<file path="config.mk">
export PLATFORM = sky130hd
export DESIGN_NAME = sac_ctrl
export DESIGN_NICKNAME = d
export VERILOG_FILES = /design/src/sac_pkg.sv /design/src/sac_clk_div.sv /design/src/sac_chan_mux.sv /design/src/sac_ctrl.sv
export SDC_FILE = /design/constraint.sdc
export NUM_CORES = 1
export LEC_CHECK = 0
export ABC_AREA = 1
export BUFFER_PORTS_ARGS = -buffer_cell sky130_fd_sc_hd__buf_2
export CORE_MARGIN = 2
export CORE_UTILIZATION = 53
export CTS_BUF_LIST = sky130_fd_sc_hd__clkbuf_16
export CTS_CLUSTER_SIZE = 10
export DETAILED_ROUTE_END_ITERATION = 6
export PLACE_DENSITY_LB_ADDON = 0.05
export SLEW_MARGIN = 20
export SYNTH_ARGS = -nofsm -noshare
export SYNTH_HDL_FRONTEND = slang
export SYNTH_SLANG_ARGS = --single-unit
</file>
<file path="constraint.sdc">
create_clock -name core_clk -period 3 [get_ports core_clk]
set_clock_uncertainty 0.1 [all_clocks]
set_input_delay 0.6 -clock core_clk [delete_from_list [all_inputs] [get_ports core_clk]]
set_output_delay 0.6 -clock core_clk [all_outputs]
set_load 0.02 [all_outputs]
</file>
<file path="src/sac_pkg.sv">
// Package: register map, field positions and timing for the converter control
// Assumes: 32-bit register port, one aligned word per register
package sac_pkg;
   localparam logic [3:0]  OFF_CONTROL   = 4'h0;
   localparam logic [3:0]  OFF_RESULT    = 4'h4;
   localparam logic [3:0]  OFF_PIN_CFG   = 4'h8;
   localparam logic [3:0]  OFF_IRQ_EN    = 4'hC;
   localparam int          BIT_REF_SEL   = 12;
   localparam int          BIT_ENABLE    = 11;
   localparam int          DIV_HI        = 10;
   localparam int          DIV_LO        = 8;
   localparam int          BIT_RES       = 7;
   localparam int          BIT_START     = 6;
   localparam int          BIT_EOC       = 5;
   localparam int          BIT_GATE      = 4;
   localparam int          CH_HI         = 3;
   localparam int          CH_LO         = 0;
   localparam int          NUM_CH        = 10;
   localparam logic [3:0]  CH_MAX        = 4'h9;
   localparam logic [31:0] CONTROL_RESET = 32'h0000_0000;
   localparam logic [31:0] CONTROL_WMASK = 32'h0000_1FDF;
   localparam int          RES_W         = 12;
   localparam logic [4:0]  STEPS_12      = 5'h10;
   localparam logic [4:0]  STEPS_8       = 5'h0C;
   localparam logic [1:0]  PCLK_PER_STEP = 2'h3;
   localparam logic [3:0]  RES8_LSB      = 4'h4;
   typedef enum logic [1:0] {
      ST_IDLE = 2'b00,
      ST_CONV = 2'b01,
      ST_DONE = 2'b11
   } sac_state_t;
endpackage : sac_pkg

</file>
<file path="src/sac_clk_div.sv">
// Divided converter clock tick generator
// Assumes: divider code stable during a conversion; reserved codes map to /1
`timescale 1ns/1ps
module sac_clk_div (
   input  wire logic       core_clk,
   input  wire logic       arst_n,
   input  wire logic       run,
   input  wire logic [2:0] div_code,
   output logic            tick
);
   logic [4:0] cnt_q;
   logic [4:0] cnt_d;
   logic [4:0] limit;
   logic       tick_d;

   always_comb begin
      unique case (div_code)
         3'b001:  limit = 5'h01;
         3'b010:  limit = 5'h03;
         3'b011:  limit = 5'h07;
         3'b101:  limit = 5'h0F;
         3'b110:  limit = 5'h1F;
         default: limit = 5'h00;
      endcase
      tick_d = run && (cnt_q >= limit);
      if (!run || tick_d) begin
         cnt_d = 5'h00;
      end else begin
         cnt_d = cnt_q + 5'h01;
      end
   end

   always_ff @(posedge core_clk or negedge arst_n) begin
      if (!arst_n) begin
         cnt_q <= 5'h00;
         tick  <= 1'b0;
      end else begin
         cnt_q <= cnt_d;
         tick  <= tick_d;
      end
   end
endmodule : sac_clk_div

</file>
<file path="src/sac_chan_mux.sv">
// Channel gate decode and pin isolation
// Assumes: analog core consumes one-hot channel connect lines
`timescale 1ns/1ps
module sac_chan_mux #(
   parameter int N = 10
) (
   input  wire logic [3:0]   chan,
   input  wire logic         gate_en,
   input  wire logic [N-1:0] pin_cfg,
   output logic [N-1:0]      connect,
   output logic [N-1:0]      isolate
);
   always_comb begin
      for (int i = 0; i < N; i++) begin
         connect[i] = gate_en && (chan == i[3:0]);
         isolate[i] = pin_cfg[i];
      end
   end
endmodule : sac_chan_mux

</file>
<file path="src/sac_ctrl.sv">
// Converter control and result registers with step sequencer
// Assumes: analog core returns a 12-bit code; synchronous register port
//
// Implementation choice: the plain strobed port.
`timescale 1ns/1ps
module sac_ctrl #(
   parameter int N_CH = sac_pkg::NUM_CH
) (
   input  wire logic            core_clk,
   input  wire logic            arst_n,
   input  wire logic [3:0]      reg_addr,
   input  wire logic [31:0]     reg_wdata,
   input  wire logic            reg_wr,
   input  wire logic            reg_rd,
   output logic [31:0]          reg_rdata,
   input  wire logic [11:0]     core_code,
   output logic                 ref_source_select,
   output logic                 converter_enable,
   output logic                 core_sample,
   output logic [N_CH-1:0]      analog_input_connect,
   output logic [N_CH-1:0]      analog_only_isolate,
   output logic                 conversion_irq
);
   logic [31:0]           ctrl_q;
   logic [31:0]           ctrl_d;
   logic [11:0]           result_q;
   logic [11:0]           result_d;
   logic [N_CH-1:0]       pin_cfg_q;
   logic [N_CH-1:0]       pin_cfg_d;
   logic [N_CH-1:0]       irq_en_q;
   logic [N_CH-1:0]       irq_en_d;
   logic [31:0]           rdata_d;
   logic                  irq_d;
   logic                  sample_d;
   logic [1:0]            phase_q;
   logic [1:0]            phase_d;
   logic [4:0]            step_q;
   logic [4:0]            step_d;
   logic [3:0]            conv_ch_q;
   logic [3:0]            conv_ch_d;
   sac_pkg::sac_state_t   state_q;
   sac_pkg::sac_state_t   state_d;
   logic                  tick;
   logic                  running;
   logic [4:0]            steps;
   logic [N_CH-1:0]       connect_w;
   logic [N_CH-1:0]       isolate_w;

   assign running = (state_q == sac_pkg::ST_CONV);

   sac_clk_div u_div (
      .core_clk (core_clk),
      .arst_n   (arst_n),
      .run      (running),
      .div_code (ctrl_q[sac_pkg::DIV_HI:sac_pkg::DIV_LO]),
      .tick     (tick)
   );

   sac_chan_mux #(.N(N_CH)) u_mux (
      .chan    (ctrl_q[sac_pkg::CH_HI:sac_pkg::CH_LO]),
      .gate_en (ctrl_q[sac_pkg::BIT_GATE]),
      .pin_cfg (pin_cfg_q),
      .connect (connect_w),
      .isolate (isolate_w)
   );

   always_comb begin
      ctrl_d    = ctrl_q;
      result_d  = result_q;
      pin_cfg_d = pin_cfg_q;
      irq_en_d  = irq_en_q;
      state_d   = state_q;
      phase_d   = phase_q;
      step_d    = step_q;
      conv_ch_d = conv_ch_q;
      irq_d     = 1'b0;
      sample_d  = 1'b0;
      rdata_d   = 32'h0000_0000;
      steps     = ctrl_q[sac_pkg::BIT_RES] ? sac_pkg::STEPS_12
                                           : sac_pkg::STEPS_8;
      if (reg_wr) begin
         unique case (reg_addr)
            sac_pkg::OFF_CONTROL: begin
               // Only writable fields land; end flag kept unless start is written as 1
               ctrl_d = (reg_wdata & sac_pkg::CONTROL_WMASK)
                      | (ctrl_q & ~sac_pkg::CONTROL_WMASK);
               if (reg_wdata[sac_pkg::BIT_START]) begin
                  ctrl_d[sac_pkg::BIT_EOC] = 1'b0;
               end
            end
            sac_pkg::OFF_PIN_CFG: pin_cfg_d = reg_wdata[N_CH-1:0];
            sac_pkg::OFF_IRQ_EN:  irq_en_d  = reg_wdata[N_CH-1:0];
            default: ;
         endcase
      end
      unique case (state_q)
         sac_pkg::ST_IDLE: begin
            // Start needs enable; a disabled core never converts
            if (ctrl_q[sac_pkg::BIT_START] &&
                ctrl_q[sac_pkg::BIT_ENABLE]) begin
               state_d   = sac_pkg::ST_CONV;
               phase_d   = 2'b00;
               step_d    = 5'h00;
               conv_ch_d = ctrl_q[sac_pkg::CH_HI:sac_pkg::CH_LO];
            end
         end
         sac_pkg::ST_CONV: begin
            if (!ctrl_d[sac_pkg::BIT_START] ||
                !ctrl_q[sac_pkg::BIT_ENABLE]) begin
               state_d = sac_pkg::ST_IDLE;
            end else if (tick) begin
               phase_d = phase_q + 2'b01;
               if (phase_q == sac_pkg::PCLK_PER_STEP) begin
                  step_d = step_q + 5'h01;
                  if (step_q == steps - 5'h01) begin
                     state_d  = sac_pkg::ST_DONE;
                     sample_d = 1'b1;
                  end
               end
            end
         end
         sac_pkg::ST_DONE: begin
            // Straight binary code; 8-bit mode keeps the top byte
            result_d = core_code;
            if (!ctrl_q[sac_pkg::BIT_RES]) begin
               result_d = {core_code[11:4], sac_pkg::RES8_LSB - 4'h4};
            end
            ctrl_d[sac_pkg::BIT_START] = 1'b0;
            ctrl_d[sac_pkg::BIT_EOC]   = 1'b1;
            if (conv_ch_q <= sac_pkg::CH_MAX) begin
               irq_d = irq_en_q[conv_ch_q];
            end
            state_d = sac_pkg::ST_IDLE;
         end
         default: state_d = sac_pkg::ST_IDLE;
      endcase
      if (reg_rd) begin
         unique case (reg_addr)
            sac_pkg::OFF_CONTROL: rdata_d = ctrl_q;
            sac_pkg::OFF_RESULT:  rdata_d = {20'h0_0000, result_q};
            sac_pkg::OFF_PIN_CFG: rdata_d = {{(32-N_CH){1'b0}}, pin_cfg_q};
            sac_pkg::OFF_IRQ_EN:  rdata_d = {{(32-N_CH){1'b0}}, irq_en_q};
            default:              rdata_d = 32'h0000_0000;
         endcase
      end
   end

   always_ff @(posedge core_clk or negedge arst_n) begin
      if (!arst_n) begin
         ctrl_q               <= sac_pkg::CONTROL_RESET;
         pin_cfg_q            <= '0;
         irq_en_q             <= '0;
         state_q              <= sac_pkg::ST_IDLE;
         phase_q              <= 2'b00;
         step_q               <= 5'h00;
         conv_ch_q            <= 4'h0;
         reg_rdata            <= 32'h0000_0000;
         conversion_irq       <= 1'b0;
         core_sample          <= 1'b0;
         ref_source_select    <= 1'b0;
         converter_enable     <= 1'b0;
         analog_input_connect <= '0;
         analog_only_isolate  <= '0;
      end else begin
         ctrl_q               <= ctrl_d;
         pin_cfg_q            <= pin_cfg_d;
         irq_en_q             <= irq_en_d;
         state_q              <= state_d;
         phase_q              <= phase_d;
         step_q               <= step_d;
         conv_ch_q            <= conv_ch_d;
         reg_rdata            <= rdata_d;
         conversion_irq       <= irq_d;
         core_sample          <= sample_d;
         ref_source_select    <= ctrl_q[sac_pkg::BIT_REF_SEL];
         converter_enable     <= ctrl_q[sac_pkg::BIT_ENABLE];
         analog_input_connect <= connect_w;
         analog_only_isolate  <= isolate_w;
      end
   end

   // Result has no reset: its content is undefined until a conversion
   always_ff @(posedge core_clk) begin
      result_q <= result_d;
   end
endmodule : sac_ctrl

</file>
# Word level (Yosys, flattened, before mapping)

Index checks and enable logic that the tools add are counted.

Register bits after elaboration: 139
Input bits: 52
Word-level logic and storage cells: 120

Add/subtract/negate cells: 4
$lt $le $gt $ge: 3
Eq/ne operators: 28
Mux-type cells: 33
Bitwise logic cells: 1
Reduce and logical (&&, ||, !) cells: 31

Operators by type and width:

| kind                                           | number |
|---|---|
| case mux 32 bit (4 select lines)               | 1 |
| 2-to-1 mux 32 bit                              | 1 |
| bitwise OR 13 x 32 -> 32 bit                   | 1 |
| 2-to-1 mux 5 bit                               | 6 |
| case mux 5 bit (5 select lines)                | 1 |
| == test 4 x 3 -> 1 bit (second input constant) | 5 |
| 2-to-1 mux 2 bit                               | 9 |
| == test 4 bit (second input constant)          | 4 |
| 2-to-1 mux 7 bit                               | 2 |
| logical AND 1 bit                              | 12 |
| adder 5 x 1 -> 5 bit (second input constant)   | 2 |
| case mux 5 bit (2 select lines)                | 1 |
| AND reduction 2 bit                            | 5 |
| 2-to-1 mux 1 bit                               | 9 |
| != test 3 bit (second input constant)          | 3 |
| == test 4 x 2 -> 1 bit (second input constant) | 2 |
| logical NOT 4 bit                              | 2 |
| != test 2 bit (second input constant)          | 4 |
| case mux 2 bit (2 select lines)                | 2 |
| AND reduction 4 bit                            | 2 |
| == test 3 x 2 -> 1 bit (second input constant) | 2 |
| == test 3 bit (second input constant)          | 2 |
| nonzero test 2 bit                             | 3 |
| == test 5 bit                                  | 1 |
| other kinds (14)                               | 18 |

# Depth between registers and ports, before layout

Depth in word-level cells: 8
Depth in mapped cells: 12
Gate-level depth less buffers: 12

# Cells and area by module

From an unflattened synthesis, not the netlist that was laid out.

Cells, all modules: 463
Area total of the unflattened synthesis: 4451.8 um^2

By module, submodules not included:

| module       | times used | cells each | area each (um^2) | seq. area each (um^2) |
|---|---|---|---|---|
| sac_ctrl     | 1          | 381        | 3878.7           | 2437.3 |
| sac_clk_div  | 1          | 50         | 412.9            | 150.1 |
| sac_chan_mux | 1          | 32         | 160.2            | 0.0 |

# Least setup slack after synthesis

No wires, ideal clock.

Path type: flip-flop to flip-flop
Start point: register ctrl_q[9]
End point: register u_div.cnt_q[0]
Library setup time: 0.073 ns
Data arrival time: 1.954 ns
Setup slack: 0.873 ns
Stages on the path, launching flop included: 12
Path buffers: 0
Period minus slack after synthesis: 2.127 ns
Cells stage by stage: dfrtp_1 -> or2_1 -> o21ai_1 -> a21oi_1 -> o21bai_1 -> ha_1 -> a21oi_1 -> o21a_1 -> nand2_1 -> a21oi_1 -> nand2_1 -> nor2_1

Longest elaborated chain between the ends: 6
Elaborated cells between the ends (all ways): 10
Classes of those cells: 1 x order compare; 5 x eq/ne; 2 x mux; 2 x reduce/logical

Ends and longest elaborated chain:

| element                                     | line              | RTL |
|---|---|---|
| start: declaration                          | sac_ctrl.sv:24    | `logic [31:0] ctrl_q;` |
| start signal: assignment                    | sac_ctrl.sv:150   | `ctrl_q <= sac_pkg::CONTROL_RESET;` |
| start signal: assignment                    | sac_ctrl.sv:165   | `ctrl_q <= ctrl_d;` |
| == test 3 bit, or another cell as far along | sac_clk_div.sv:17 | `unique case (div_code)` |
| case mux 5 bit (5 select lines) *           | sac_clk_div.sv:17 |  |
| >= comparator 5 bit *                       | sac_clk_div.sv:25 | `tick_d = run && (cnt_q >= limit);` |
| logical AND 1 bit *                         | sac_clk_div.sv:25 |  |
| logical OR 1 bit *                          | sac_clk_div.sv:26 | `if (!run \|\| tick_d) begin` |
| 2-to-1 mux 5 bit *                          | sac_clk_div.sv:26 |  |
| via u_div.cnt_d[0]                          | sac_clk_div.sv:12 | `logic [4:0] cnt_d;` |
| end signal: assignment                      | sac_clk_div.sv:38 | `cnt_q <= cnt_d;` |
| end: declaration                            | sac_clk_div.sv:11 | `logic [4:0] cnt_q;` |

The timed path passes the listed nets; every way through them passes the cells marked *.
A chain may end at the register's enable or synchronous reset.

# Worst setup path after layout

Start point: register ctrl_q[8]
End point: register u_div.cnt_q[0]

The elaborated chain is that of the path after synthesis.

==> parameters.txt <==
Parameter                              Value

Pwr
  Combinational cell fraction of total power ... 0.172
  NetSw ... 0.001044 W
  Leakage power total ... 2.541 nW
  Max IR drop VDD ... 0.0004264 V
  Power density over the cells ... 683.1 nW/um2
  Part of the total power dissipated in the clock network ... 0.328
  Net switching fraction of the power ... 0.3046
  Tot Pwr ... 0.003427 W
  Cell-internal power ... 0.002383 W
  Sequential cell fraction of total power ... 0.500

Global route
  Global-route wire length before repair ... 15.00 mm
  Initial antenna violation count ... 0
  Total overflow reported by the global router ... 0
  Largest net degree at the start of global routing ... 47
  Via count of the first global-routing pass ... 3045
  Global-route usage over all layers ... 0.2216

Timing
  Tightest hold margin ... 0.1421 ns
  Worst-case setup margin in the final layout ... 0.5828 ns
  Timing-limited maximum frequency ... 0.4137 GHz
  Final total negative setup slack ... 0 ns
  Tcrit/Tclk final ... 0.8057
  Total count of max-transition violations in the final report ... 0
  Final critical path time including I/O delays and setup ... 2.417 ns
  Slew Limit Headroom ... 0.5402
  Transition time at the pin with the least slew margin ... 0.6880 ns
  Setup repair after global routing missed its margin ... false
  Final hold vios ... 0
  Final setup violation count ... 0

Floorplanning
  Starting utilization of the core area ... 0.5376
  Floorplan die area ... 8949 um2
  Total number of placement rows ... 33
  Die outline width ... 94.60 um
  Floorplan core area ... 8093 um2
  Chip height ... 94.60 um
  # IOs ... 108

Place
  Routability Congestion ... 0.8057
  Port buffer count ... 69
  Post-detail-place hpwl ... 6.593 mm
  Worst setup timing slack at the placement stage ... 0.5782 ns

Yosys
  Post-synthesis register bit count ... 101
  Share of the synthesized netlist area taken by xor and xnor gates ... 0.01208
  Cell area after synthesis ... 4350 um2
  Post-Synth Adder-Cell Area ... 0.02301
  Average cell area after synthesis ... 9.668 um2
  Distinct cells, synth ... 33
  Synthesized instance count ... 450
  Post-synthesis mux area share ... 0
  Compound-Gate Fraction of Synth Area ... 0.08168
  Basic-gate share of the synthesized area counting and, or, nand and nor cells ... 0.2005
  Combinational family with the most area after synthesis ... simple AND/OR/NAND/NOR gates
  Sequential share of the synthesized area ... 0.5948
  Number of synthesis warnings ... 0

Detailed routing
  Average vias per placed instance ... 5.137
  Wire length per cell after detailed routing ... 14.61 um
  Final Routed Wirelength ... 9.163 mm
  Detail Route Antenna Nets ... 0
  DRC ... 0
  First-pass DRT Iterations ... 4
  Number of DRC markers after the initial detailed-route iteration ... 243
  Vias post-DR ... 3221

Layout
  Layout overhead on the synthesized area ... 15.30%
  Area taken by multi-input logic gates ... 1451 um2
  Commonest cells after routing, fill and taps aside ... nand2_1, dfrtp_1, buf_2, inv_1, nand3_1
  N_diodes ... 0
  Commonest non-fill, non-tap cell in the layout ... nand2_1
  Utilization after layout ... 0.6198
  Area taken by flip-flops and latches ... 2587 um2
  Fraction of layout cells with a size suffix above 1 ... 0.1839
  Final layout net count ... 577
  Count of fill cells added during filler insertion ... 717

Setup path
  Reg2reg setup slack ... 0.58 ns
  Launch point of the worst reg-to-reg path ... ctrl_q[8]
  Worst setup EP type ... flop
  Worst-path fanout max ... 5
  Type of the worst setup path ... flop to flop
  Required time at the worst-slack endpoint ... 3.17 ns
  Arrival time at the worst endpoint ... 2.59 ns
  Depth of the worst register-to-register path ... 12
  Sort of element at the start of the critical path ... flop
  Source of the critical timing path ... ctrl_q[8]

Job
  Total of max-cap violations ... 0

Clock tree
  PostCTS Resize Cnt ... 0
  Clock tree root driver cell ... clkbuf_16
  CTS tree ... built
  Clock sinks ... 101
  Maximum buffer depth of the clock tree ... 2
  Clock latency of the later-clocked register in the worst-skew pair ... 0.35 ns
  # Post-CTS Setup Buffers ... 0
  Clock transition time at the flip-flop clock pins of the worst setup and hold paths ... 0.07 ns
  Hold-fix buffers, CTS ... 0
  Number of H-tree levels ... 3
  Number of buffers inserted during clock tree synthesis ... 9

Run status
  Result of the run ... complete, no violations

Worst hold path
  Path type of the worst min-delay path ... primary input to asynchronous set/reset pin
## metrics by stage
step,std cells,instance area [um2]
global route,627,5016
CTS,627,5016
global placement,611,4722
finish,627,5016
detailed placement,611,4722
floorplan,468,4418
## cell type report
type / instances / share of cell area
Clock inverter: 6 / 0.008730
Clock buffer: 10 / 0.04989
Inverter: 45 / 0.03367
Tap cell: 105 / 0.02619
Sequential cell: 101 / 0.5158
Multi-Input combinational cell: 288 / 0.2893
Timing Repair Buffer: 72 / 0.07633
## layer usage
layer | vias to the layer above | GRT usage | share of wire
li1 | 1578 | - | -
met1 | 1554 | 0.3021 | 0.44
met2 | 80 | 0.3599 | 0.50
met3 | 9 | 0.05666 | 0.052
met4 | 0 | 0.05072 | 0.0099
met5 | - | 0 | 0
## cell usage after synthesis
master	count	area [um2]
nand2_1	100	375.4
dfrtp_1	89	2227
inv_1	43	161.4
nand3_1	33	165.2
nor2_1	32	120.1
o21ai_1	25	125.1
buf_4	19	142.6
nand4_1	14	87.58
o21ai_0	13	65.06
edfxtp_1	12	360.4
a21oi_1	10	50.05
clkbuf_1	10	37.54
a41oi_1	8	70.07
ha_1	8	100.1
xor2_1	5	43.79
nor3_1	4	20.02
buf_2	3	15.01
nand2_4	3	33.78
inv_2	2	7.510
nor2_4	2	22.52
o22ai_1	2	12.51
o2bb2ai_1	2	17.52
buf_1	1	3.750
buf_6	1	11.26
conb_1	1	3.750
nand3_2	1	10.01
nand3_4	1	17.52
nand3b_1	1	7.510
o21a_1	1	7.510
o21bai_1	1	7.510
or2_1	1	6.260
or3_1	1	6.260
xnor2_1	1	8.760
## power groups by stage
stage | Combinational (W) | Clock (W) | Sequential (W)
floorplan | 0.000395 | 0 | 0.00174
global placement | 0.000577 | 0 | 0.00173
detailed placement | 0.000593 | 0 | 0.00174
CTS | 0.000596 | 0.00115 | 0.00171
global route | 0.000681 | 0.00121 | 0.00174
finish | 0.000590 | 0.00112 | 0.00171
## registers in the layout, summed over array words and instances, names as in the netlist, 2 cells and up
register	flops
irq_en_q	10
u_div.cnt_q	5
phase_q	2
ctrl_q	13
analog_input_connect	10
pin_cfg_q	10
step_q	5
conv_ch_q	4
state_q	2
result_q	12
analog_only_isolate	10
reg_rdata	13
## worst paths after layout
check,to
setup reg to reg,u_div.cnt_q[0]
hold / removal,reg_rdata[5]
setup / recovery,u_div.cnt_q[0]
max in group asynchronous,step_q[4]
min in group core_clk,ref_source_select
hold reg to reg,ref_source_select
## cells by family (layout without fill, tap and decap cells)
kind of cell    count (synthesis)  count (layout)
buf+inv                        79             133
simple gates                  193             193
fa+ha+maj                       8               8
xor+xnor                        6               6
other cells                     1              19
flops                         101             101
compound gates                 62              62
## worst max-delay path: stages, from the launching register on
cell,delay (ns)
dfrtp_1,0.40
inv_1,0.07
or2_1,0.22
o21ai_1,0.19
a21oi_1,0.10
o21bai_1,0.17
ha_1,0.31
a21oi_1,0.15
o21a_1,0.12
nand2_1,0.04
a21oi_1,0.17
nand2_1,0.16
nor2_1,0.14
Power figures use the tool's default switching activity.
